==> src/rtl/difd_defines.svh <==
// Constants for the drive input function decoder
`ifndef DIFD_DEFINES_SVH
`define DIFD_DEFINES_SVH
`define DIFD_CODE_W 8
`define DIFD_FN_CURRENT_SEL 8'h10
`define DIFD_FN_3W_START 8'h14
`define DIFD_FN_3W_STOP 8'h15
`define DIFD_FN_3W_DIR 8'h16
`define DIFD_FN_PID_SUSPEND 8'h17
`define DIFD_FN_INT_CLEAR 8'h18
`define DIFD_FN_POT_UP 8'h1B
`define DIFD_FN_POT_DOWN 8'h1C
`define DIFD_FN_POT_CLEAR 8'h1D
`define DIFD_FN_KEYPAD_PRIO 8'h1F
`define DIFD_FN_OFFSET_ADD 8'h32
`define DIFD_FN_TERM_PRIO 8'h33
`define DIFD_FN_FAST_RESP 8'h34
`define DIFD_FN_EXT_SET 8'h35
`define DIFD_FN_UNUSED 8'hFF
`define DIFD_POL_NO 2'h0
`define DIFD_POL_NC 2'h1
`define DIFD_PID_ON 2'h1
`define DIFD_POT_STORE_CLR_OK 2'h0
`define DIFD_SRC_KEYPAD 2'h0
`define DIFD_FILT_LEN 4
`endif

==> src/rtl/difd_pkg.sv <==
// Types for the drive input function decoder
package difd_pkg;
   typedef enum logic [1:0] {
      DIFD_IDLE,
      DIFD_RUN
   } difd_run_t;
endpackage

==> src/rtl/difd_decoder.sv <==
// Terminal function decoder for a frequency inverter
`timescale 1ns/1ps
`include "difd_defines.svh"
module difd_decoder #(
   parameter int NUM_TERM = 6
) (
   input wire logic clk,
   input wire logic rst_n,
   input wire logic [NUM_TERM-1:0] term_pin,
   input wire logic [NUM_TERM*`DIFD_CODE_W-1:0] term_code,
   input wire logic [NUM_TERM*2-1:0] term_polarity,
   input wire logic [1:0] pid_enable_config,
   input wire logic [1:0] pot_storage_config,
   input wire logic [1:0] reference_source,
   input wire logic frequency_offset_sign,
   output logic motor_run,
   output logic motor_reverse,
   output logic pid_suspend,
   output logic integral_term_clear,
   output logic pot_speed_up,
   output logic pot_slow_down,
   output logic pot_value_clear,
   output logic keypad_priority,
   output logic offset_add,
   output logic offset_negative,
   output logic terminal_priority,
   output logic fast_response,
   output logic extended_second_set,
   output logic current_input_select,
   output logic voltage_input_ignore
);
   import difd_pkg::*;

   typedef struct packed {
      difd_run_t run;
      logic run_out;
      logic rev;
      logic start_prev;
      logic pid_susp;
      logic int_clr;
      logic up;
      logic dn;
      logic pclr;
      logic kp;
      logic add;
      logic neg;
      logic tp;
      logic fast;
      logic ext;
      logic cur;
   } difd_state_t;

   difd_state_t st_ff;
   difd_state_t nxt_st;
   logic [NUM_TERM-1:0] filt;
   logic [NUM_TERM-1:0] act;

   genvar g;
   generate
      for (g = 0; g < NUM_TERM; g++) begin : g_term
         difd_filter #(
            .LEN(`DIFD_FILT_LEN)
         ) u_filt (
            .clk(clk),
            .rst_n(rst_n),
            .pin(term_pin[g]),
            .level(filt[g])
         );
         // Normally closed contacts activate on a low level
         assign act[g] = (term_polarity[g*2 +: 2] == `DIFD_POL_NC)
            ? ~filt[g] : filt[g];
      end
   endgenerate

   // Active when some terminal holds the code and is asserted
   function automatic logic fn_on(input logic [`DIFD_CODE_W-1:0] code,
                                  input logic [NUM_TERM-1:0] a,
                                  input logic [NUM_TERM*`DIFD_CODE_W-1:0] codes);
      logic r;
      r = 1'b0;
      for (int i = 0; i < NUM_TERM; i++) begin
         // Unused code never matches any function
         if (codes[i*`DIFD_CODE_W +: `DIFD_CODE_W] == code
             && code != `DIFD_FN_UNUSED) begin
            r = r | a[i];
         end
      end
      return r;
   endfunction

   logic start_on;
   logic stop_on;
   logic dir_on;
   logic keypad_src;

   always_comb begin
      start_on = fn_on(`DIFD_FN_3W_START, act, term_code);
      stop_on = fn_on(`DIFD_FN_3W_STOP, act, term_code);
      dir_on = fn_on(`DIFD_FN_3W_DIR, act, term_code);
      keypad_src = (reference_source == `DIFD_SRC_KEYPAD);
      nxt_st = st_ff;
      nxt_st.start_prev = start_on;
      case (st_ff.run)
         DIFD_IDLE: begin
            // Start pulse latches the run with direction set at start, then following the direction terminal while running
            if (start_on && !st_ff.start_prev && stop_on) begin
               nxt_st.run = DIFD_RUN;
               nxt_st.rev = dir_on;
            end
         end
         DIFD_RUN: begin
            nxt_st.rev = dir_on;
            if (!stop_on) begin
               nxt_st.run = DIFD_IDLE;
            end
         end
         default: begin
            nxt_st.run = DIFD_IDLE;
         end
      endcase
      // Run output held in its own flop so the port comes straight from a register
      nxt_st.run_out = (nxt_st.run == DIFD_RUN);
      nxt_st.pid_susp = fn_on(`DIFD_FN_PID_SUSPEND, act, term_code)
         && (pid_enable_config == `DIFD_PID_ON);
      nxt_st.int_clr = fn_on(`DIFD_FN_INT_CLEAR, act, term_code);
      nxt_st.up = fn_on(`DIFD_FN_POT_UP, act, term_code) && keypad_src;
      nxt_st.dn = fn_on(`DIFD_FN_POT_DOWN, act, term_code) && keypad_src;
      nxt_st.pclr = fn_on(`DIFD_FN_POT_CLEAR, act, term_code)
         && (pot_storage_config == `DIFD_POT_STORE_CLR_OK);
      nxt_st.kp = fn_on(`DIFD_FN_KEYPAD_PRIO, act, term_code);
      nxt_st.add = fn_on(`DIFD_FN_OFFSET_ADD, act, term_code);
      nxt_st.neg = nxt_st.add && frequency_offset_sign;
      nxt_st.tp = fn_on(`DIFD_FN_TERM_PRIO, act, term_code);
      nxt_st.fast = fn_on(`DIFD_FN_FAST_RESP, act, term_code);
      nxt_st.ext = fn_on(`DIFD_FN_EXT_SET, act, term_code);
      nxt_st.cur = fn_on(`DIFD_FN_CURRENT_SEL, act, term_code);
   end

   always_ff @(posedge clk) begin
      if (!rst_n) begin
         st_ff <= '0;
      end else begin
         st_ff <= nxt_st;
      end
   end

   assign motor_run = st_ff.run_out;
   assign motor_reverse = st_ff.rev;
   assign pid_suspend = st_ff.pid_susp;
   assign integral_term_clear = st_ff.int_clr;
   assign pot_speed_up = st_ff.up;
   assign pot_slow_down = st_ff.dn;
   assign pot_value_clear = st_ff.pclr;
   assign keypad_priority = st_ff.kp;
   assign offset_add = st_ff.add;
   assign offset_negative = st_ff.neg;
   assign terminal_priority = st_ff.tp;
   assign fast_response = st_ff.fast;
   assign extended_second_set = st_ff.ext;
   assign current_input_select = st_ff.cur;
   assign voltage_input_ignore = st_ff.cur;
endmodule // difd_decoder

==> src/rtl/difd_filter.sv <==
// Input synchroniser and noise filter for one terminal
`timescale 1ns/1ps
`include "difd_defines.svh"
module difd_filter #(
   parameter int LEN = `DIFD_FILT_LEN
) (
   input wire logic clk,
   input wire logic rst_n,
   input wire logic pin,
   output logic level
);
   typedef struct packed {
      logic s1;
      logic s2;
      logic [LEN-1:0] hist;
      logic lvl;
   } difd_filt_t;
   difd_filt_t st_ff;
   difd_filt_t nxt_st;

   always_comb begin
      nxt_st = st_ff;
      nxt_st.s1 = pin;
      nxt_st.s2 = st_ff.s1;
      nxt_st.hist = {st_ff.hist[LEN-2:0], st_ff.s2};
      // Change only when every sample in the window agrees
      if (&st_ff.hist) begin
         nxt_st.lvl = 1'b1;
      end else if (~|st_ff.hist) begin
         nxt_st.lvl = 1'b0;
      end
   end

   always_ff @(posedge clk) begin
      if (!rst_n) begin
         st_ff <= '0;
      end else begin
         st_ff <= nxt_st;
      end
   end

   assign level = st_ff.lvl;
endmodule // difd_filter

==> config.mk <==
export PLATFORM = sky130hd
export DESIGN_NAME = difd_decoder
export DESIGN_NICKNAME = d
export VERILOG_FILES = /design/src/rtl/difd_pkg.sv /design/src/rtl/difd_decoder.sv /design/src/rtl/difd_filter.sv
export VERILOG_INCLUDE_DIRS = /design/src /design/src/rtl
export SDC_FILE = /design/constraint.sdc
export NUM_CORES = 1
export LEC_CHECK = 0
export BUFFER_PORTS_ARGS = -buffer_cell sky130_fd_sc_hd__clkbuf_2
export CAP_MARGIN = 5
export CORE_MARGIN = 3
export CORE_UTILIZATION = 49
export DETAILED_ROUTE_END_ITERATION = 12
export PLACE_DENSITY = 0.87
export SYNTH_ARGS = -nofsm -noshare
export SYNTH_HDL_FRONTEND = slang
export SYNTH_HIERARCHICAL = 1
export SYNTH_SLANG_ARGS = --single-unit
export TNS_END_PERCENT = 50
==> constraint.sdc <==
create_clock -name clk -period 4.86 [get_ports clk]
set_input_delay 0 -clock clk [delete_from_list [all_inputs] [get_ports clk]]
set_output_delay 0 -clock clk [all_outputs]
set_load 0.02 [all_outputs]
# --- Word-level counts from Yosys, hierarchy flattened ---
# Cells that the tools add are included.
totals:
  ff_bits: 59
  elab_cells: 348
op_classes:
  n_eq_ne: 100
  n_reduce_logical: 25
  bitwise_logic: 76
  muxes: 107
op_table:
  columns: ["op", "count"]
  rows:
  - ["$eq A8 B5 Y1 const B", 60]
  - ["$eq A8 B6 Y1 const B", 24]
  - ["$mux W1", 103]
  - ["$or A1 B1 Y1", 70]
  - ["$reduce_and A4 Y1", 6]
  - ["$reduce_or A4 Y1", 6]
  - ["$eq A2 B1 Y1 const B", 9]
  - ["$ne A2 B1 Y1 const B", 6]
  - ["$logic_and A1 B1 Y1", 7]
  - ["$logic_not A2 Y1", 3]
  - ["$not A1 Y1", 6]
  - ["$mux W2", 2]
  - ["$pmux W2 S2", 1]
  - ["$ne A2 B2 Y1 const B", 1]
  - ["$pmux W1 S2", 1]
  - ["$reduce_and A2 Y1", 1]
  - ["$reduce_bool A2 Y1", 1]
  - ["$logic_not A1 Y1", 1]

# --- Depth between registers and ports, before layout ---
logic_depth:
  word_depth: 18
  ltp_mapped: 7
  ltp_nobuf: 7

# --- Cells and area by module ---
# Netlist, hierarchy kept.
modules_own_cells:
  columns: ["module", "area_per_inst_um2", "cells_each", "n_inst"]
  rows:
  - ["difd_decoder", 1672.9, 229, 1]
  - ["difd_filter", 201.4, 17, 6]

# --- Least setup slack after synthesis ---
# No wires, ideal clock.
synth_path:
  path_type: "register to register"
  start: "reg g_term[2].u_filt.st_ff, in the netlist g_term[2].u_filt/level"
  end: "reg st_ff, in the netlist motor_reverse"
  setup_slack_ps: 3030
  path_buffers: 0
  path_stages_with_launch: 7
  required_time_ps: 4781
  arrival_ps: 1751
  cell_sequence: "dfxtp_1 -> xnor2_2 -> nand4_1 -> o32a_1 -> a311o_1 -> o211a_1 -> a211oi_2"
synth_between:
  elab_chain_cells: 14
  elab_cells_between_ends: 32
  cone_classes: "1 x eq/ne; 15 x mux; 13 x bitwise; 3 x reduce/logical"
synth_rtl:
  columns: ["element", "line_no", "source"]
  rows:
  - ["start: declaration", "difd_filter.sv:18", "difd_filt_t st_ff;"]
  - ["start signal: assignment", "difd_filter.sv:38", "st_ff <= nxt_st;"]
  - ["$not A1 Y1", "difd_decoder.sv:71", "? ~filt[g] : filt[g];"]
  - ["$mux W1 (*)", "difd_decoder.sv:70", "assign act[g] = (term_polarity[g*2 +: 2] == `DIFD_POL_NC)"]
  - ["$or A1 B1 Y1", "difd_decoder.sv:85", "r = r | a[i];"]
  - ["$mux W1", "difd_decoder.sv:83", "if (codes[i*`DIFD_CODE_W +: `DIFD_CODE_W] == code"]
  - ["$or A1 B1 Y1", "difd_decoder.sv:85", null]
  - ["$mux W1", "difd_decoder.sv:83", null]
  - ["$or A1 B1 Y1", "difd_decoder.sv:85", null]
  - ["$mux W1", "difd_decoder.sv:83", null]
  - ["$or A1 B1 Y1", "difd_decoder.sv:85", null]
  - ["$mux W1", "difd_decoder.sv:83", null]
  - ["$logic_and A1 B1 Y1 (2 in a row)", "difd_decoder.sv:106", "if (start_on && !st_ff.start_prev && stop_on) begin"]
  - ["$ne A2 B2 Y1 (no source line)", null, null]
  - ["$reduce_and A2 Y1 (no source line)", null, null]
  - ["end signal: assignment", "difd_decoder.sv:143", "st_ff <= nxt_st;"]
  - ["end: declaration", "difd_decoder.sv:53", "difd_state_t st_ff;"]
# Mark *: on every way between the ends. The rest lies on a longest branch, timed or not. The select of a mux whose other input is x is not followed.
# A chain may end at the register's enable or synchronous reset.

# --- Worst setup path after layout ---
layout_path:
  start: "reg g_term[2].u_filt.st_ff, in the netlist g_term[2].u_filt/level"
  end: "reg st_ff, in the netlist pid_suspend"
layout_between:
  elab_chain_cells: 11
layout_rtl:
  columns: ["element", "line_no", "source"]
  rows:
  - ["$not A1 Y1", "difd_decoder.sv:71", null]
  - ["$mux W1 (*)", "difd_decoder.sv:70", null]
  - ["$or A1 B1 Y1 (*)", "difd_decoder.sv:85", null]
  - ["$mux W1 (*)", "difd_decoder.sv:83", null]
  - ["$or A1 B1 Y1", "difd_decoder.sv:85", null]
  - ["$mux W1 (*)", "difd_decoder.sv:83", null]
  - ["$or A1 B1 Y1", "difd_decoder.sv:85", null]
  - ["$mux W1 (*)", "difd_decoder.sv:83", null]
  - ["$or A1 B1 Y1", "difd_decoder.sv:85", null]
  - ["$mux W1 (*)", "difd_decoder.sv:83", null]
  - ["$logic_and A1 B1 Y1 (*)", "difd_decoder.sv:123", "nxt_st.pid_susp = fn_on(`DIFD_FN_PID_SUSPEND, act, term_code)"]
# Mark *: on every way between the ends. The rest lies on a longest branch, timed or not.

==> summary.txt <==
Logic synthesis
  – EDFF count, synth: 0
  – Most used flip-flop cell after synthesis: sky130_fd_sc_hd__dfxtp_1
  – Share of the synthesized area in compound gates (AO/OA/AOI/OAI): 14.33%
  – Adder-cell area share of the yosys netlist: 0%
  – Cells after Synth: 331
  – Portion of the post-synthesis area used by sequential elements: 40.99%
  – Post-Synth XOR/XNOR Area: 2.388%
  – Cell Area, Synth: 0.002882 sq mm
  – Total nets after synthesis: 406
  – Yosys warnings: 6
  – Combinational family with the most area after synthesis: simple AND/OR/NAND/NOR gates
  – Post-Synthesis Mean Instance Area: 8.705 sq um
  – Number of register bits inferred by synthesis: 59
  – Unique cell type count in the Yosys netlist: 64
  – Ys async rst share: 0%
  – Simple-gate portion of the synthesized area: 40.73%
  – Share of cell area taken by muxes after synthesis: 0%

Global routing
  – Via count of the first global-routing pass: 2705
  – First-pass GRT wire length: 12450 um
  – Tot GR Track Use: 24.49%
  – Aggregate global routing overflow: 0
  – Maximum number of pins on one net before global-route repair: 47
  – Antenna violations before repair: 0

Routing
  – Router iterations before antenna repair: 5
  – Count of antenna-violating nets left after detailed routing: 0
  – Number of design rule violations left after detail routing: 0
  – Via count of the routed design: 3000
  – Total length of routed wires: 8307 um
  – Wire length per cell after detailed routing: 16.01 um
  – Ratio of routed vias to standard cells: 5.780
  – Iteration-0 DRC count of the detailed router: 226

Floorplanning
  – Boundary Pins: 90
  – Y dimension of the die: 82.69 um
  – Core Box Area: 0.005608 sq mm
  – Chip Width: 82.69 um
  – Initial Util: 51.38%
  – Die ar.: 0.006837 sq mm
  – Number of rows in the core area: 27

Setup path
  – Cell family contributing the most delay on the critical path: simple AND/OR/NAND/NOR gates
  – Number of cells on the worst reg-to-reg path: 7
  – Path type of the worst setup path: reg2reg
  – Delay of the slowest cell on the worst path: 570 ps
  – Critical path arrival: 2530 ps
  – Register-to-Register Setup Slack: 2620 ps
  – Master of the slowest instance on the critical path: sky130_fd_sc_hd__dlygate4sd3_1
  – Nature of the critical path startpoint: register
  – Buffers and inverters on the worst path: 1
  – Critical Path End Type: register
  – Worst path cell trace: xnor2_2 > nand3_1 > or3_1 > o22ai_1 > nor3_1 > nor3_1 > dlygate4sd3_1
  – CP most frequent cell: sky130_fd_sc_hd__nor3_1
  – Data required, critical path: 5140 ps
  – Critical Path Fanout Max: 5
  – R2r startpoint: g_term[2].u_filt/level
  – Worst reg2reg endpoint: pid_suspend

Final layout
  – Post-layout utilization of the core: 66.51%
  – Layout cell share with drive strength beyond 1: 26.85%
  – Most frequent cells in the layout: sky130_fd_sc_hd__clkbuf_2 (89), sky130_fd_sc_hd__dfxtp_1 (59), sky130_fd_sc_hd__and2_1 (32), sky130_fd_sc_hd__nor2_1 (28), sky130_fd_sc_hd__nor3_1 (23)
  – Area added between synthesis and finish: 29.44%
  – Commonest non-fill, non-tap cell in the layout: sky130_fd_sc_hd__clkbuf_2
  – Number of nets in the final layout: 518
  – Final std cells w/o fill: 519
  – Diodes inserted: 0

Min path
  – Hold Startpoint: term_code[5]
  – Instance count along the most critical hold path: 3
  – Worst hold path type: in2reg
  – Worst Hold End: terminal_priority

Placed design
  – Worst-case setup slack after placement: 2865 ps
  – Post-Place Cells: 489
  – Detailed-placement wirelength estimate: 6459 um
  – Last weighted congestion value of the routability-driven placer: 0.9894
  – Count of input and output buffers: 89

CTS
  – Total clock sinks: 59
  – Reg clk slew, reported paths: 70 ps
  – CTS Buf Count: 9
  – TritonCTS clock tree: done
  – Number of cells upsized or downsized after cts: 0
  – CTS H-tree lvls: 3
  – CTS Root Cell: sky130_fd_sc_hd__clkbuf_8
  – Hold bufs inserted after CTS: 15
  – Setup bufs post-CTS: 0
  – Max Root-Sink Buffers: 2
  – Clock latency reported for the late side of the worst-skew pair: 340 ps

Status
  – Status: finished, final reports clean

Timing
  – Number of setup violations in the final report: 0
  – Final hold vios: 0
  – Setup TNS: 0 ps
  – Max_slew headroom: 51.27%
  – Tightest Pin Transition: 721.1 ps
  – Final-report max-slew violation count: 0
  – Share of the clock period used by the worst path after layout: 46.16%
  – Setup slack after layout: 2617 ps
  – Minimum clock period after layout: 2243 ps
  – Setup skew after layout: 9.511 ps
  – Maximum clock frequency: 445.7 MHz
  – Setup repair after global routing missed its margin: no

Power
  – Pwr per Cell Area: 271.0 mW/mm^2
  – IR Drop Worst-Case VDD: 0.2807 mV
  – Leakage power total: 1.486 nW
  – Total power: 1.011 mW

Job
  – Max-cap viol count: 0
-- worst max-delay path by stage --
| stage | from | to | cells after the start |
|---|---|---|---|
| after floorplan | g_term[2].u_filt/level | motor_reverse | 6 |
| after global placement | g_term[2].u_filt/level | motor_reverse | 6 |
| after detailed placement | g_term[0].u_filt/level | motor_reverse | 6 |
| after CTS | g_term[2].u_filt/level | pid_suspend | 7 |
| after global routing | g_term[3].u_filt/level | pot_value_clear | 7 |
| final | g_term[2].u_filt/level | pid_suspend | 7 |
-- worst min-delay path: stages --
cell                       delay [ps]
sky130_fd_sc_hd__clkbuf_2         130
sky130_fd_sc_hd__a31oi_1          140
sky130_fd_sc_hd__a21oi_1           70
-- flip-flops by register name, summed over array words and instances (netlist names) --
register              count
pid_suspend               1
g_term.u_filt/level       6
current_input_select      1
keypad_priority           1
pot_slow_down             1
pot_value_clear           1
offset_negative           1
offset_add                1
fast_response             1
motor_run                 1
pot_speed_up              1
integral_term_clear       1
g_term.u_filt/nxt_st     30
motor_reverse             1
g_term.u_filt/st_ff       6
st_ff                     3
terminal_priority         1
extended_second_set       1
-- cells in the mapped netlist (7+ instances only) --
master                     instances  share of area, %
sky130_fd_sc_hd__dfxtp_1          59                41
sky130_fd_sc_hd__and2_1           32               6.9
sky130_fd_sc_hd__nor2_1           28               3.6
sky130_fd_sc_hd__nor3_1           23               4.0
sky130_fd_sc_hd__nand2_1          19               2.5
sky130_fd_sc_hd__nand3_1          14               2.4
sky130_fd_sc_hd__nor4_1           14               3.0
sky130_fd_sc_hd__a31oi_1          13               2.8
sky130_fd_sc_hd__nand2b_1         11               2.4
sky130_fd_sc_hd__nand4_1          11               2.4
sky130_fd_sc_hd__o21ai_0           8               1.4
sky130_fd_sc_hd__inv_1             7              0.91
sky130_fd_sc_hd__o22ai_1           7               1.5
-- layer usage --
| metal | GRT usage (%) | vias up | wire length, um | part of all wire, % |
|---|---|---|---|---|
| met4 | 10.46 | 0 | 232 | 2.8 |
| met5 | 0 | - | 0 | 0 |
| met1 | 28.81 | 1377 | 3418 | 41 |
| li1 | - | 1463 | - | - |
| met2 | 41.59 | 138 | 4014 | 48 |
| met3 | 6.833 | 22 | 642 | 7.7 |
-- stage by stage --
stage	hold slack (ps)	instance area, sq um
after floorplan	76.58	2882
after global placement	163.6	3402
after detailed placement	169.6	3402
after CTS	43.44	3730
after global routing	54.04	3730
final	59.15	3730
-- final cells by class --
| cell class | instances | area (sq um) |
|---|---|---|
| fillers | 491 | 1878 |
| well taps | 72 | 90.09 |
| repair buffers | 104 | 595.6 |
| clock inverters | 4 | 26.28 |
| multi-input cells | 262 | 1659 |
| clock buffers | 11 | 151.4 |
| inverters | 7 | 26.28 |
| flip-flops and latches | 59 | 1181 |
-- power by group --
part	internal (mW)	total, mW	switching, mW
clock network	0.209	0.406	0.197
registers	0.492	0.495	0.00326
logic	0.0506	0.109	0.0588
total	0.751	1.01	0.259
-- cells by family (layout without fill, tap and decap cells) --
family | after synthesis | count (layout)
flops | 59 | 59
simple gates | 197 | 197
compound gates | 57 | 57
other cells | 1 | 1
buf+inv | 10 | 126
xor+xnor | 7 | 7
No activity file was read; power rests on OpenSTA's default activity.
